==> src/hw/pvit_defs.svh <==
// Offsets, field positions, reset values and timing counts of the integrator and trim block.
`ifndef PVIT_DEFS_SVH
`define PVIT_DEFS_SVH
`define PVIT_ADDR_W 4
`define PVIT_A_CTRL 4'h0
`define PVIT_A_RANGE_MIN 4'h1
`define PVIT_A_SPAN_GAIN 4'h2
`define PVIT_A_ZERO_ADJ 4'h3
`define PVIT_A_TOT_LO 4'h4
`define PVIT_A_TOT_HI 4'h5
`define PVIT_A_STATUS 4'h6
`define PVIT_A_IRQ_STAT 4'h7
`define PVIT_A_IRQ_MASK 4'h8
`define PVIT_A_DATE_LO 4'h9
`define PVIT_A_DATE_HI 4'ha
`define PVIT_A_OUT_CMD 4'hb
`define PVIT_A_OUT_TRIM 4'hc
`define PVIT_A_PV_TRIM 4'hd
`define PVIT_CTRL_START 0
`define PVIT_CTRL_RESET 1
`define PVIT_CTRL_MINUTE 2
`define PVIT_CTRL_DATE_UPD 3
`define PVIT_ST_NVM_ERR 0
`define PVIT_ST_PERIOD_OK 1
`define PVIT_IRQ_TICK 0
`define PVIT_IRQ_NVM_DONE 1
`define PVIT_IRQ_NVM_ERR 2
`define PVIT_GAIN_RESET 16'h2710
`define PVIT_GAIN_DIV 10000
`define PVIT_PV_DIV 1000
`define PVIT_CLK_MHZ 125
`define PVIT_HOUR_MS 3600
`define PVIT_MINUTE_MS 60
`define PVIT_HOUR_CYC (`PVIT_HOUR_MS * 1000 * `PVIT_CLK_MHZ)
`define PVIT_MINUTE_CYC (`PVIT_MINUTE_MS * 1000 * `PVIT_CLK_MHZ)
`endif

==> src/hw/pvit_pkg.sv <==
// Types shared by the integrator and trim block.
package pvit_pkg;
   typedef struct packed {
      logic start;
      logic clr;
      logic minute;
   } pvit_ctrl_t;
   typedef enum logic [1:0] {NV_IDLE, NV_REQ, NV_WAIT} pvit_nv_t;
endpackage

==> src/hw/pvit_trim.sv <==
// Zero and span trim of one signed 16-bit value, registered output.
module pvit_trim (
   input wire logic MCLK,
   input wire logic RST,
   input wire logic signed [15:0] x,
   input wire logic signed [15:0] range_min,
   input wire logic [15:0] gain,
   input wire logic signed [15:0] zero_adj,
   output logic signed [31:0] y_q
);
   logic signed [17:0] diff;
   logic signed [35:0] prod;
   logic signed [35:0] scaled;
   assign diff = 18'(x) - 18'(range_min);
   assign prod = 36'(diff) * $signed({20'h00000, gain});
   // Truncation toward zero keeps symmetric behaviour around the range minimum.
   assign scaled = prod / 36'sd10000;
   always_ff @(posedge MCLK or posedge RST) begin
      if (RST) begin
         y_q <= 32'h00000000;
      end else begin
         y_q <= 32'(scaled) + 32'(range_min) + 32'(zero_adj);
      end
   end
endmodule

==> src/hw/pvit_top.sv <==
// Process value trim, time integrator and adjustment date store control.
// Functional notes
// RULE_01: A failed date write to the non-volatile store sets the error flag and marks the period tracking invalid until a good update.
// RULE_02: The date update request bit stays high for as long as the store write runs and drops when it ends.
// RULE_03: In hour mode one sample enters the integral every 3.6 s and the total reads as two 16-bit words.
// RULE_04: In minute mode one sample enters the integral every 60 ms with the same two-word total.
// RULE_05: A constant value held for one time unit makes the total equal that value.
// RULE_06: The total is a signed 32-bit number and beyond its limits it simply wraps, which counts as undefined.
// RULE_07: Software uses start and reset to keep the total inside its signed range.
// RULE_08: The value is corrected by removing the range minimum, scaling by gain in steps of 0.0001, restoring the minimum and adding the zero offset.
// RULE_09: The commanded output value receives the same zero and span correction.
// RULE_10: Each tick adds one thousandth of the corrected value and the remainder is kept so no error builds up.
// RULE_11: The reset bit clears the total, and accumulation happens only while start is set.
`include "pvit_defs.svh"
module pvit_top #(
   parameter int HOUR_CYC = `PVIT_HOUR_CYC,
   parameter int MINUTE_CYC = `PVIT_MINUTE_CYC
) (
   input wire logic MCLK,
   input wire logic RST,
   input wire logic [3:0] ADDR,
   input wire logic [15:0] WDATA,
   input wire logic WR,
   input wire logic RD,
   output logic [15:0] RDATA,
   input wire logic signed [15:0] PV_IN,
   output logic signed [15:0] OUT_LEVEL,
   output logic NVM_WR_REQ,
   output logic [31:0] NVM_WR_DATE,
   input wire logic NVM_DONE,
   input wire logic NVM_FAIL,
   output logic UNIT_ERROR_LAMP,
   output logic IRQ
);
   pvit_pkg::pvit_ctrl_t ctrl_q;
   pvit_pkg::pvit_nv_t nv_q;
   logic upd_q;
   logic signed [15:0] range_min_q;
   logic [15:0] gain_q;
   logic signed [15:0] zero_adj_q;
   logic signed [15:0] out_cmd_q;
   logic [31:0] date_q;
   logic signed [31:0] total_q;
   logic signed [15:0] rem_q;
   logic [31:0] tick_cnt_q;
   logic tick_q;
   logic nvm_err_q;
   logic period_ok_q;
   logic [2:0] irq_stat_q;
   logic [2:0] irq_mask_q;
   logic [2:0] irq_set;
   logic signed [15:0] pv_s1_q;
   logic signed [15:0] pv_s2_q;
   logic done_s1_q;
   logic done_s2_q;
   logic fail_s1_q;
   logic fail_s2_q;
   logic signed [31:0] pv_trim;
   logic signed [31:0] out_trim;
   logic signed [31:0] acc;
   logic signed [31:0] acc_q1000;
   logic signed [31:0] acc_r1000;
   logic [31:0] tick_lim;
   logic wr_ctrl;

   // Pins come from the front end and the store controller, both off this clock.
   always_ff @(posedge MCLK or posedge RST) begin
      if (RST) begin
         pv_s1_q <= 16'sh0000;
         pv_s2_q <= 16'sh0000;
         done_s1_q <= 1'b0;
         done_s2_q <= 1'b0;
         fail_s1_q <= 1'b0;
         fail_s2_q <= 1'b0;
      end else begin
         pv_s1_q <= PV_IN;
         pv_s2_q <= pv_s1_q;
         done_s1_q <= NVM_DONE;
         done_s2_q <= done_s1_q;
         fail_s1_q <= NVM_FAIL;
         fail_s2_q <= fail_s1_q;
      end
   end

   // RULE_08: input value trim
   pvit_trim u_pv_trim (
      .MCLK(MCLK),
      .RST(RST),
      .x(pv_s2_q),
      .range_min(range_min_q),
      .gain(gain_q),
      .zero_adj(zero_adj_q),
      .y_q(pv_trim)
   );

   // RULE_09: output command trim
   pvit_trim u_out_trim (
      .MCLK(MCLK),
      .RST(RST),
      .x(out_cmd_q),
      .range_min(range_min_q),
      .gain(gain_q),
      .zero_adj(zero_adj_q),
      .y_q(out_trim)
   );

   always_ff @(posedge MCLK or posedge RST) begin
      if (RST) begin
         OUT_LEVEL <= 16'sh0000;
      end else begin
         OUT_LEVEL <= out_trim[15:0];
      end
   end

   assign wr_ctrl = WR && (ADDR == `PVIT_A_CTRL);

   always_ff @(posedge MCLK or posedge RST) begin
      if (RST) begin
         ctrl_q <= '0;
         range_min_q <= 16'sh0000;
         gain_q <= `PVIT_GAIN_RESET;
         zero_adj_q <= 16'sh0000;
         out_cmd_q <= 16'sh0000;
         date_q <= 32'hffffffff;
         irq_mask_q <= 3'h0;
      end else if (WR) begin
         unique case (ADDR)
            `PVIT_A_CTRL: begin
               ctrl_q.start <= WDATA[`PVIT_CTRL_START];
               ctrl_q.clr <= WDATA[`PVIT_CTRL_RESET];
               ctrl_q.minute <= WDATA[`PVIT_CTRL_MINUTE];
            end
            `PVIT_A_RANGE_MIN: range_min_q <= WDATA;
            `PVIT_A_SPAN_GAIN: gain_q <= WDATA;
            `PVIT_A_ZERO_ADJ: zero_adj_q <= WDATA;
            `PVIT_A_OUT_CMD: out_cmd_q <= WDATA;
            `PVIT_A_DATE_LO: date_q[15:0] <= WDATA;
            `PVIT_A_DATE_HI: date_q[31:16] <= WDATA;
            `PVIT_A_IRQ_MASK: irq_mask_q <= WDATA[2:0];
            default: begin
            end
         endcase
      end
   end

   // RULE_03: hour tick
   // RULE_04: minute tick
   assign tick_lim = ctrl_q.minute ? 32'(MINUTE_CYC - 1) : 32'(HOUR_CYC - 1);

   always_ff @(posedge MCLK or posedge RST) begin
      if (RST) begin
         tick_cnt_q <= 32'h00000000;
         tick_q <= 1'b0;
      end else if (!ctrl_q.start || ctrl_q.clr) begin
         tick_cnt_q <= 32'h00000000;
         tick_q <= 1'b0;
      end else if (tick_cnt_q >= tick_lim) begin
         tick_cnt_q <= 32'h00000000;
         tick_q <= 1'b1;
      end else begin
         tick_cnt_q <= tick_cnt_q + 32'h00000001;
         tick_q <= 1'b0;
      end
   end

   // RULE_10: thousandth with carried remainder
   assign acc = pv_trim + 32'(rem_q);
   assign acc_q1000 = acc / 32'sd1000;
   assign acc_r1000 = acc - acc_q1000 * 32'sd1000;

   // RULE_11: clear and gated accumulation
   always_ff @(posedge MCLK or posedge RST) begin
      if (RST) begin
         total_q <= 32'sh00000000;
         rem_q <= 16'sh0000;
      end else if (ctrl_q.clr) begin
         total_q <= 32'sh00000000;
         rem_q <= 16'sh0000;
      end else if (ctrl_q.start && tick_q) begin
         // RULE_05: unit scaling, RULE_06: plain wrap
         total_q <= total_q + acc_q1000;
         rem_q <= acc_r1000[15:0];
      end
   end

   // RULE_02: request held during the write
   always_ff @(posedge MCLK or posedge RST) begin
      if (RST) begin
         nv_q <= pvit_pkg::NV_IDLE;
         upd_q <= 1'b0;
         NVM_WR_REQ <= 1'b0;
         NVM_WR_DATE <= 32'hffffffff;
      end else begin
         unique case (nv_q)
            pvit_pkg::NV_IDLE: begin
               if (wr_ctrl && WDATA[`PVIT_CTRL_DATE_UPD]) begin
                  nv_q <= pvit_pkg::NV_REQ;
                  upd_q <= 1'b1;
                  NVM_WR_REQ <= 1'b1;
                  NVM_WR_DATE <= date_q;
               end
            end
            pvit_pkg::NV_REQ: begin
               // Skip ahead once the store has dropped a stale done.
               if (!done_s2_q) begin
                  nv_q <= pvit_pkg::NV_WAIT;
               end
            end
            pvit_pkg::NV_WAIT: begin
               if (done_s2_q) begin
                  nv_q <= pvit_pkg::NV_IDLE;
                  upd_q <= 1'b0;
                  NVM_WR_REQ <= 1'b0;
               end
            end
         endcase
      end
   end

   // RULE_01: error flag on failed write
   always_ff @(posedge MCLK or posedge RST) begin
      if (RST) begin
         nvm_err_q <= 1'b0;
         period_ok_q <= 1'b0;
         UNIT_ERROR_LAMP <= 1'b0;
      end else begin
         if (nv_q == pvit_pkg::NV_WAIT && done_s2_q) begin
            nvm_err_q <= fail_s2_q;
            period_ok_q <= !fail_s2_q;
         end
         UNIT_ERROR_LAMP <= nvm_err_q;
      end
   end

   assign irq_set[`PVIT_IRQ_TICK] = ctrl_q.start && tick_q;
   assign irq_set[`PVIT_IRQ_NVM_DONE] = (nv_q == pvit_pkg::NV_WAIT) && done_s2_q;
   assign irq_set[`PVIT_IRQ_NVM_ERR] = (nv_q == pvit_pkg::NV_WAIT) && done_s2_q && fail_s2_q;

   // A new event in the clearing cycle survives the clear.
   always_ff @(posedge MCLK or posedge RST) begin
      if (RST) begin
         irq_stat_q <= 3'h0;
      end else if (WR && ADDR == `PVIT_A_IRQ_STAT) begin
         irq_stat_q <= (irq_stat_q & ~WDATA[2:0]) | irq_set;
      end else begin
         irq_stat_q <= irq_stat_q | irq_set;
      end
   end

   always_ff @(posedge MCLK or posedge RST) begin
      if (RST) begin
         IRQ <= 1'b0;
      end else begin
         IRQ <= |(irq_stat_q & irq_mask_q);
      end
   end

   // Both halves read live; software should read low then high while start is off.
   always_ff @(posedge MCLK or posedge RST) begin
      if (RST) begin
         RDATA <= 16'h0000;
      end else if (RD) begin
         unique case (ADDR)
            `PVIT_A_CTRL: RDATA <= {12'h000, upd_q, ctrl_q.minute, ctrl_q.clr, ctrl_q.start};
            `PVIT_A_RANGE_MIN: RDATA <= range_min_q;
            `PVIT_A_SPAN_GAIN: RDATA <= gain_q;
            `PVIT_A_ZERO_ADJ: RDATA <= zero_adj_q;
            `PVIT_A_TOT_LO: RDATA <= total_q[15:0];
            `PVIT_A_TOT_HI: RDATA <= total_q[31:16];
            `PVIT_A_STATUS: RDATA <= {14'h0000, period_ok_q, nvm_err_q};
            `PVIT_A_IRQ_STAT: RDATA <= {13'h0000, irq_stat_q};
            `PVIT_A_IRQ_MASK: RDATA <= {13'h0000, irq_mask_q};
            `PVIT_A_DATE_LO: RDATA <= date_q[15:0];
            `PVIT_A_DATE_HI: RDATA <= date_q[31:16];
            `PVIT_A_OUT_CMD: RDATA <= out_cmd_q;
            `PVIT_A_OUT_TRIM: RDATA <= out_trim[15:0];
            `PVIT_A_PV_TRIM: RDATA <= pv_trim[15:0];
            default: RDATA <= 16'h0000;
         endcase
      end else begin
         RDATA <= 16'h0000;
      end
   end
endmodule

==> config.mk <==
export PLATFORM = sky130hd
export DESIGN_NAME = pvit_top
export DESIGN_NICKNAME = d
export VERILOG_FILES = /design/src/hw/pvit_pkg.sv /design/src/hw/pvit_trim.sv /design/src/hw/pvit_top.sv
export VERILOG_INCLUDE_DIRS = /design/src /design/src/hw
export SDC_FILE = /design/constraint.sdc
export NUM_CORES = 2
export LEC_CHECK = 0
export BUFFER_PORTS_ARGS = -buffer_cell sky130_fd_sc_hd__buf_2
export CAP_MARGIN = 0
export CORE_ASPECT_RATIO = 1.75
export CORE_UTILIZATION = 49
export DETAILED_ROUTE_END_ITERATION = 8
export PLACE_DENSITY = 0.68
export SLEW_MARGIN = 20
export SYNTH_ARGS = -nofsm -noshare
export SYNTH_HDL_FRONTEND = slang
export SYNTH_SLANG_ARGS = --single-unit
==> constraint.sdc <==
create_clock -name MCLK -period 40.4 [get_ports MCLK]
set_input_delay 6.06 -clock MCLK [delete_from_list [all_inputs] [get_ports MCLK]]
set_output_delay 6.06 -clock MCLK [all_outputs]
set_load 0.05 [all_outputs]
## Word-level counts from Yosys, hierarchy flattened

Cells that the tools add are included.

- Bits in registers: 341
- Bits of input ports: 42
- Output and inout port bits: 67
- Word-level logic and storage cells: 116

- $add $sub $neg: 10
- Multipliers: 3
- Div/mod/pow operators: 3
- Magnitude comparators: 1
- Eq/ne operators: 18
- Multiplexer cells: 19
- Bitwise gates (word level): 5
- Reduce and logical (&&, ||, !) cells: 25

Operators by type and width:

| operator | number |
|---|---|
| $pmux 16 s14 | 1 |
| $mux 32 | 4 |
| $add 32x16->32 | 3 |
| $div 36x15->36 const B | 2 |
| $mul 17x17->34 | 2 |
| $mux 16 | 3 |
| $sub 16x16->17 | 2 |
| $add 16x16->16 | 2 |
| $add 32x1->32 const B | 1 |
| $add 32x32->32 | 1 |
| $div 32x11->32 const B | 1 |
| $ge 32x29->1 | 1 |
| $mul 32x8->13 const B | 1 |
| $mux 29 | 1 |
| $eq 4x4->1 const B | 6 |
| $reduce_and 2->1 | 9 |
| $eq 4x3->1 const B | 4 |
| $sub 16x16->16 | 1 |
| $eq 4x2->1 const B | 2 |
| $and 3x3->3 | 2 |
| $logic_and 1x1->1 | 6 |
| $mux 2 | 3 |
| $ne 2x2->1 const B | 3 |
| $or 3x3->3 | 2 |
| 15 further kinds | 21 |

## Depth between registers and ports, before layout

- Word-level depth: 6
- Gate-level depth with buffers: 152
- Depth with buffers taken out: 138

## Modules after synthesis

Synthesis repeated with hierarchy kept, for this count alone.

- Cells, all modules: 8881
- Area, all modules: 73426.7 µm²

By module, submodules not included:

| module | instances | cells an instance | area an instance (µm²) | seq. area each (µm²) |
|---|---|---|---|---|
| pvit_top | 1 | 2731 | 24678.7 | 7418.4 |
| pvit_trim (u_pv_trim) | 1 | 3100 | 24392.1 | 800.8 |
| pvit_trim (u_out_trim) | 1 | 3050 | 24355.9 | 800.8 |

## Least setup slack after synthesis

OpenSTA, ideal clock, no wires.

- Path kind: register -> register
- Start: register range_min_q[2]
- End: register u_pv_trim.y_q[31]
- Library setup time: 0.126 ns
- Arrival: 32.275 ns
- Required time: 40.274 ns
- Slack: 7.999 ns
- Stages on the path, launching flop included: 143
- Buffers on the path: 9
- Period minus slack after synthesis: 32.401 ns
- Cells stage by stage: dfrtp_1 -> inv_1 -> ha_1 -> nor2b_1 -> o21ai_0 -> nand2b_1 -> a21o_1 -> a21o_1 -> a21o_1 -> a21o_1 -> a21o_1 -> a21o_1 -> a21o_1 -> a21o_1 -> a21o_1 -> a21o_1 -> a211oi_1 -> mux2_2 -> (+107 left out) -> a21oi_1 -> o21ai_0 -> a21oi_1 -> o21ai_0 -> a21oi_1 -> o21ai_0 -> a21oi_1 -> o21ai_0 -> a21oi_1 -> o21ai_0 -> a21oi_1 -> o21ai_0 -> a21oi_1 -> o21bai_1 -> a21o_1 -> a21oi_1 -> xnor2_1 -> xnor2_1

- Longest elaborated chain between the ends: 5

Ends and longest elaborated chain:

| what | line | text |
|---|---|---|
| start, declared | pvit_top.sv:38 | `logic signed [15:0] range_min_q;` |
| start signal, assigned | pvit_top.sv:120 | `range_min_q <= 16'sh0000;` |
| start signal, assigned | pvit_top.sv:133 | `` `PVIT_A_RANGE_MIN: range_min_q <= WDATA; `` |
| $sub 16x16->17 | pvit_trim.sv:14 | `assign diff = 18'(x) - 18'(range_min);` |
| $mul 17x17->34 | pvit_trim.sv:15 | `assign prod = 36'(diff) * $signed({20'h00000, gain});` |
| $div 36x15->36 | pvit_trim.sv:17 | `assign scaled = prod / 36'sd10000;` |
| $add 32x16->32 * (2 in series) | pvit_trim.sv:22 | `y_q <= 32'(scaled) + 32'(range_min) + 32'(zero_adj);` |
| end signal, assigned | pvit_trim.sv:22 |  |
| end, declared | pvit_trim.sv:9 | `output logic signed [31:0] y_q` |

Mark *: on every way between the ends. The rest lies on a longest branch, timed or not.
A chain may end at the register's enable or synchronous reset.

## Final worst setup path

- Start: register range_min_q[0]
- End: register u_pv_trim.y_q[31]

The elaborated chain is that of the path after synthesis.

==> flow_summary_export.csv <==
group,metric,value,unit
status,status,"complete, but fails checks",
status,failed_checks,"design-rule violations",
clocking,clk_path_buf_depth,3,
synth,postSynthCellCount,8469,
synth,avgSynthCellArea,8.261,um^2
clocking,cts-htree-levels,2,
synth,yosys_warnings,0,
sta,fin_worst_skew,30.70,ps
sta,period_minus_slack,37990,ps
global_routing,met2_usage,58.10,%
global_routing,grtUsageMet3,3.131,%
routing,drc,64,
min_path,hold_path_class,"flop to flop",
finish,fillCellCount,13470,
sta,worstMarginPinSlew,1187,ps
synth,async_flop_share,100.0,%
critical_path,slowest_delay,740,ps
clocking,numCtsBuffers,38,
placed_design,place_area,72270,um^2
routing,vias,65010,
finish,areaGrowthSynthToFinish,5.601,%
routing,drt_iter0_markers,4278,
placed_design,gp_congestion,0.9949,
routing,wl,225200,um
global_routing,grt_pass1_wl,356600,um
sta,hold_slack,347.6,ps
critical_path,cp.arrival,38470,ps
finish,final_util,52.04,%
critical_path,crit_path_start_kind,"flop",
clocking,cts_hold_buf,0,
clocking,clk_pin_slew,60,ps
placed_design,dpl.hpwl,182200,um
critical_path,endpoint_kind,"flop",
synth,synth_seq_area_share,12.32,%
placed_design,dp.cells,10210,
global_routing,antenna_found_initial,11,
synth,yosys_register_bits,341,
global_routing,grt_max_degree,113,
sta,hold_viol,0,
synth,ys.flop_type,"dfrtp_1",
floorplanning,ioPinCount,109,
sta,maxClockFrequency,0.02632,GHz
critical_path,crit_fanout,36,
global_routing,track_usage,30.92,%
finish,fin_nets,9455,
sta,max-slew-margin-rel,20.63,%
clocking,clockRootBuffer,"clkbuf_16",
critical_path,critPathKind,"flop to flop",
floorplanning,die_area,144400,um^2
routing,viasPerCell,6.317,
sta,post-route-period-util,94.04,%
synth,synth_area,69960,um^2
floorplanning,initial_core_util,49.28,%
critical_path,required,40880,ps
sta,setup_viol,0,
finish,finalNonFillerCells,10290,
finish,final_cell_mix,"inv_1 (980), nand2_1 (791), fa_1 (630), nor2_1 (488), a21oi_1 (454)",
finish,drive_gt1_share,10.15,%
clocking,cts.sinks,341,
critical_path,crit_path_frequent_cell,"a21oi_1",
global_routing,grt_most_used_layer,"met2",
routing,drtAntennaViolNets,0,
routing,firstDrtPassIters,8,
floorplanning,core,142000,um^2
synth,synth_edf_count,0,
placed_design,port_buffers,108,
global_routing,overflow,0,
clocking,cts_tree,"done",
synth,synth_cell_type_count,165,
global_routing,grtUsageMet1,32.13,%
floorplanning,rows,183,
floorplanning,die_h,501.9,um
finish,postLayoutCellArea,73880,um^2
clocking,worstSkewPairLatency,600,ps
floorplanning,dieWidth,287.6,um
run,maxCapViolCount,0,
finish,final_common_cell,"inv_1",
sta,slew_violations,0,
critical_path,crit_slowest_cell,"fa_2",
routing,wl_per_cell,21.88,um
global_routing,grt_pass1_vias,66020,
==> state kept, by name (all words and copies together), names as in the netlist, 2 cells and up <==
name,cells
nv_q,2
rem_q,16
out_cmd_q,16
u_out_trim.y_q,16
irq_mask_q,3
zero_adj_q,16
ctrl_q,3
irq_stat_q,3
pv_s2_q,16
total_q,32
date_q,32
range_min_q,16
RDATA,16
OUT_LEVEL,16
tick_cnt_q,32
u_pv_trim.y_q,32
pv_s1_q,16
NVM_WR_DATE,32
gain_q,16
==> cell type report <==
| class | count | area (um^2) | area share, % |
|---|---|---|---|
| sequential | 341 | 8620 | 11.67 |
| clock buffer | 53 | 1110 | 1.502 |
| tap | 1850 | 2315 | 3.133 |
| antenna | 6 | 15.01 | 0.02032 |
| multi-input combinational | 6835 | 56610 | 76.62 |
| inverter | 981 | 3690 | 4.994 |
| clock inverter | 16 | 225.2 | 0.3048 |
| timing repair buffer | 209 | 1299 | 1.758 |
==> path summary, 6_finish.rpt <==
path	start	to	slack (ps)	cells after the start
max in group asynchronous	RST	tick_cnt_q[15]$_DFF_PP0_	32650	4
max reg2reg	range_min_q[0]$_DFFE_PP0P_	u_pv_trim.y_q[31]$_DFF_PP0_	2410	134
min in group asynchronous	RST	u_pv_trim.y_q[27]$_DFF_PP0_	5610	2
min reg2reg	pv_s1_q[5]$_DFF_PP0_	pv_s2_q[5]$_DFF_PP0_	350	0
max	range_min_q[0]$_DFFE_PP0P_	u_pv_trim.y_q[31]$_DFF_PP0_	2410	134
min	pv_s1_q[5]$_DFF_PP0_	pv_s2_q[5]$_DFF_PP0_	350	0
==> synthesized netlist by cell type, types with 37 or more instances <==
library cell,instances,area [um^2]
inv_1,981,3682
nand3_1,179,895.9
xnor2_1,417,3652
a211o_1,43,376.6
or2_2,47,294.0
nor4_1,61,381.6
o2111ai_1,41,359.1
and2_1,302,1889
a21oi_1,456,2282
and3_1,82,513.0
o211ai_1,92,690.7
a211oi_1,101,758.2
ha_1,376,4705
a22o_1,40,350.3
o31ai_1,43,322.8
nor3_1,214,1071
a21o_1,119,893.4
xor2_1,207,1813
mux2i_1,81,810.8
fa_1,631,12630
nand4_1,82,513.0
a31oi_1,129,807.0
or3_1,56,350.3
o21bai_1,71,533.0
a221oi_1,52,455.4
nand2_1,792,2973
mux2_2,161,1813
nand2b_1,70,437.9
nor2_1,488,1832
clkbuf_1,229,859.6
dfstp_2,69,1813
nor2b_1,70,437.9
a311oi_1,37,324.1
o21ai_0,317,1587
o21ai_1,60,300.3
o21a_1,65,488.0
dfrtp_1,272,6807
a22oi_1,37,277.8
==> metrics by stage <==
step           setup TNS [ps]  setup slack, ps
3_3_place_gp                0             1627
5_1_grt                -68.70           -68.70
3_5_place_dp                0            950.9
6_report                    0             2407
4_1_cts                     0            770.9
2_1_floorplan               0             7999
==> metal layers <==
metal  share of wire, %  up-vias
li1                   -    29810
met4                7.5        4
met3                4.4      780
met5              0.011        -
met2                 53     2076
met1                 36    32340
==> cells by family after synthesis <==
group                      count (synthesis)  synth area share (%)
muxes                                    256                 4.026
and+or+nand+nor                         2621                 18.87
AOI/OAI and AO/OA                       2280                 24.04
DFF                                      341                 12.32
buffers and inverters                   1295                 7.297
xor gates and xnor gates                 644                 8.309
other                                      1              0.005360
adders and majority gates               1031                 25.13
==> worst max-delay path, delay by kind of cell, from the launching register on <==
kind            cells  cell delay [ps]
compound gates     87            21960
xor+xnor            7             2180
fa+ha+maj          12             5670
buf+inv             7             1090
flops               1              530
mux                 4             1500
simple gates       17             4800
==> repair_timing <==
item                       CTS  global route
setup endpoints to repair    0            11
setup buffers                0             9
gates resized for setup      0            24
hold endpoints to repair     0             0
Power is not shown: default switching activity piles up to over one toggle a cycle in this logic, so the estimate is an artifact.
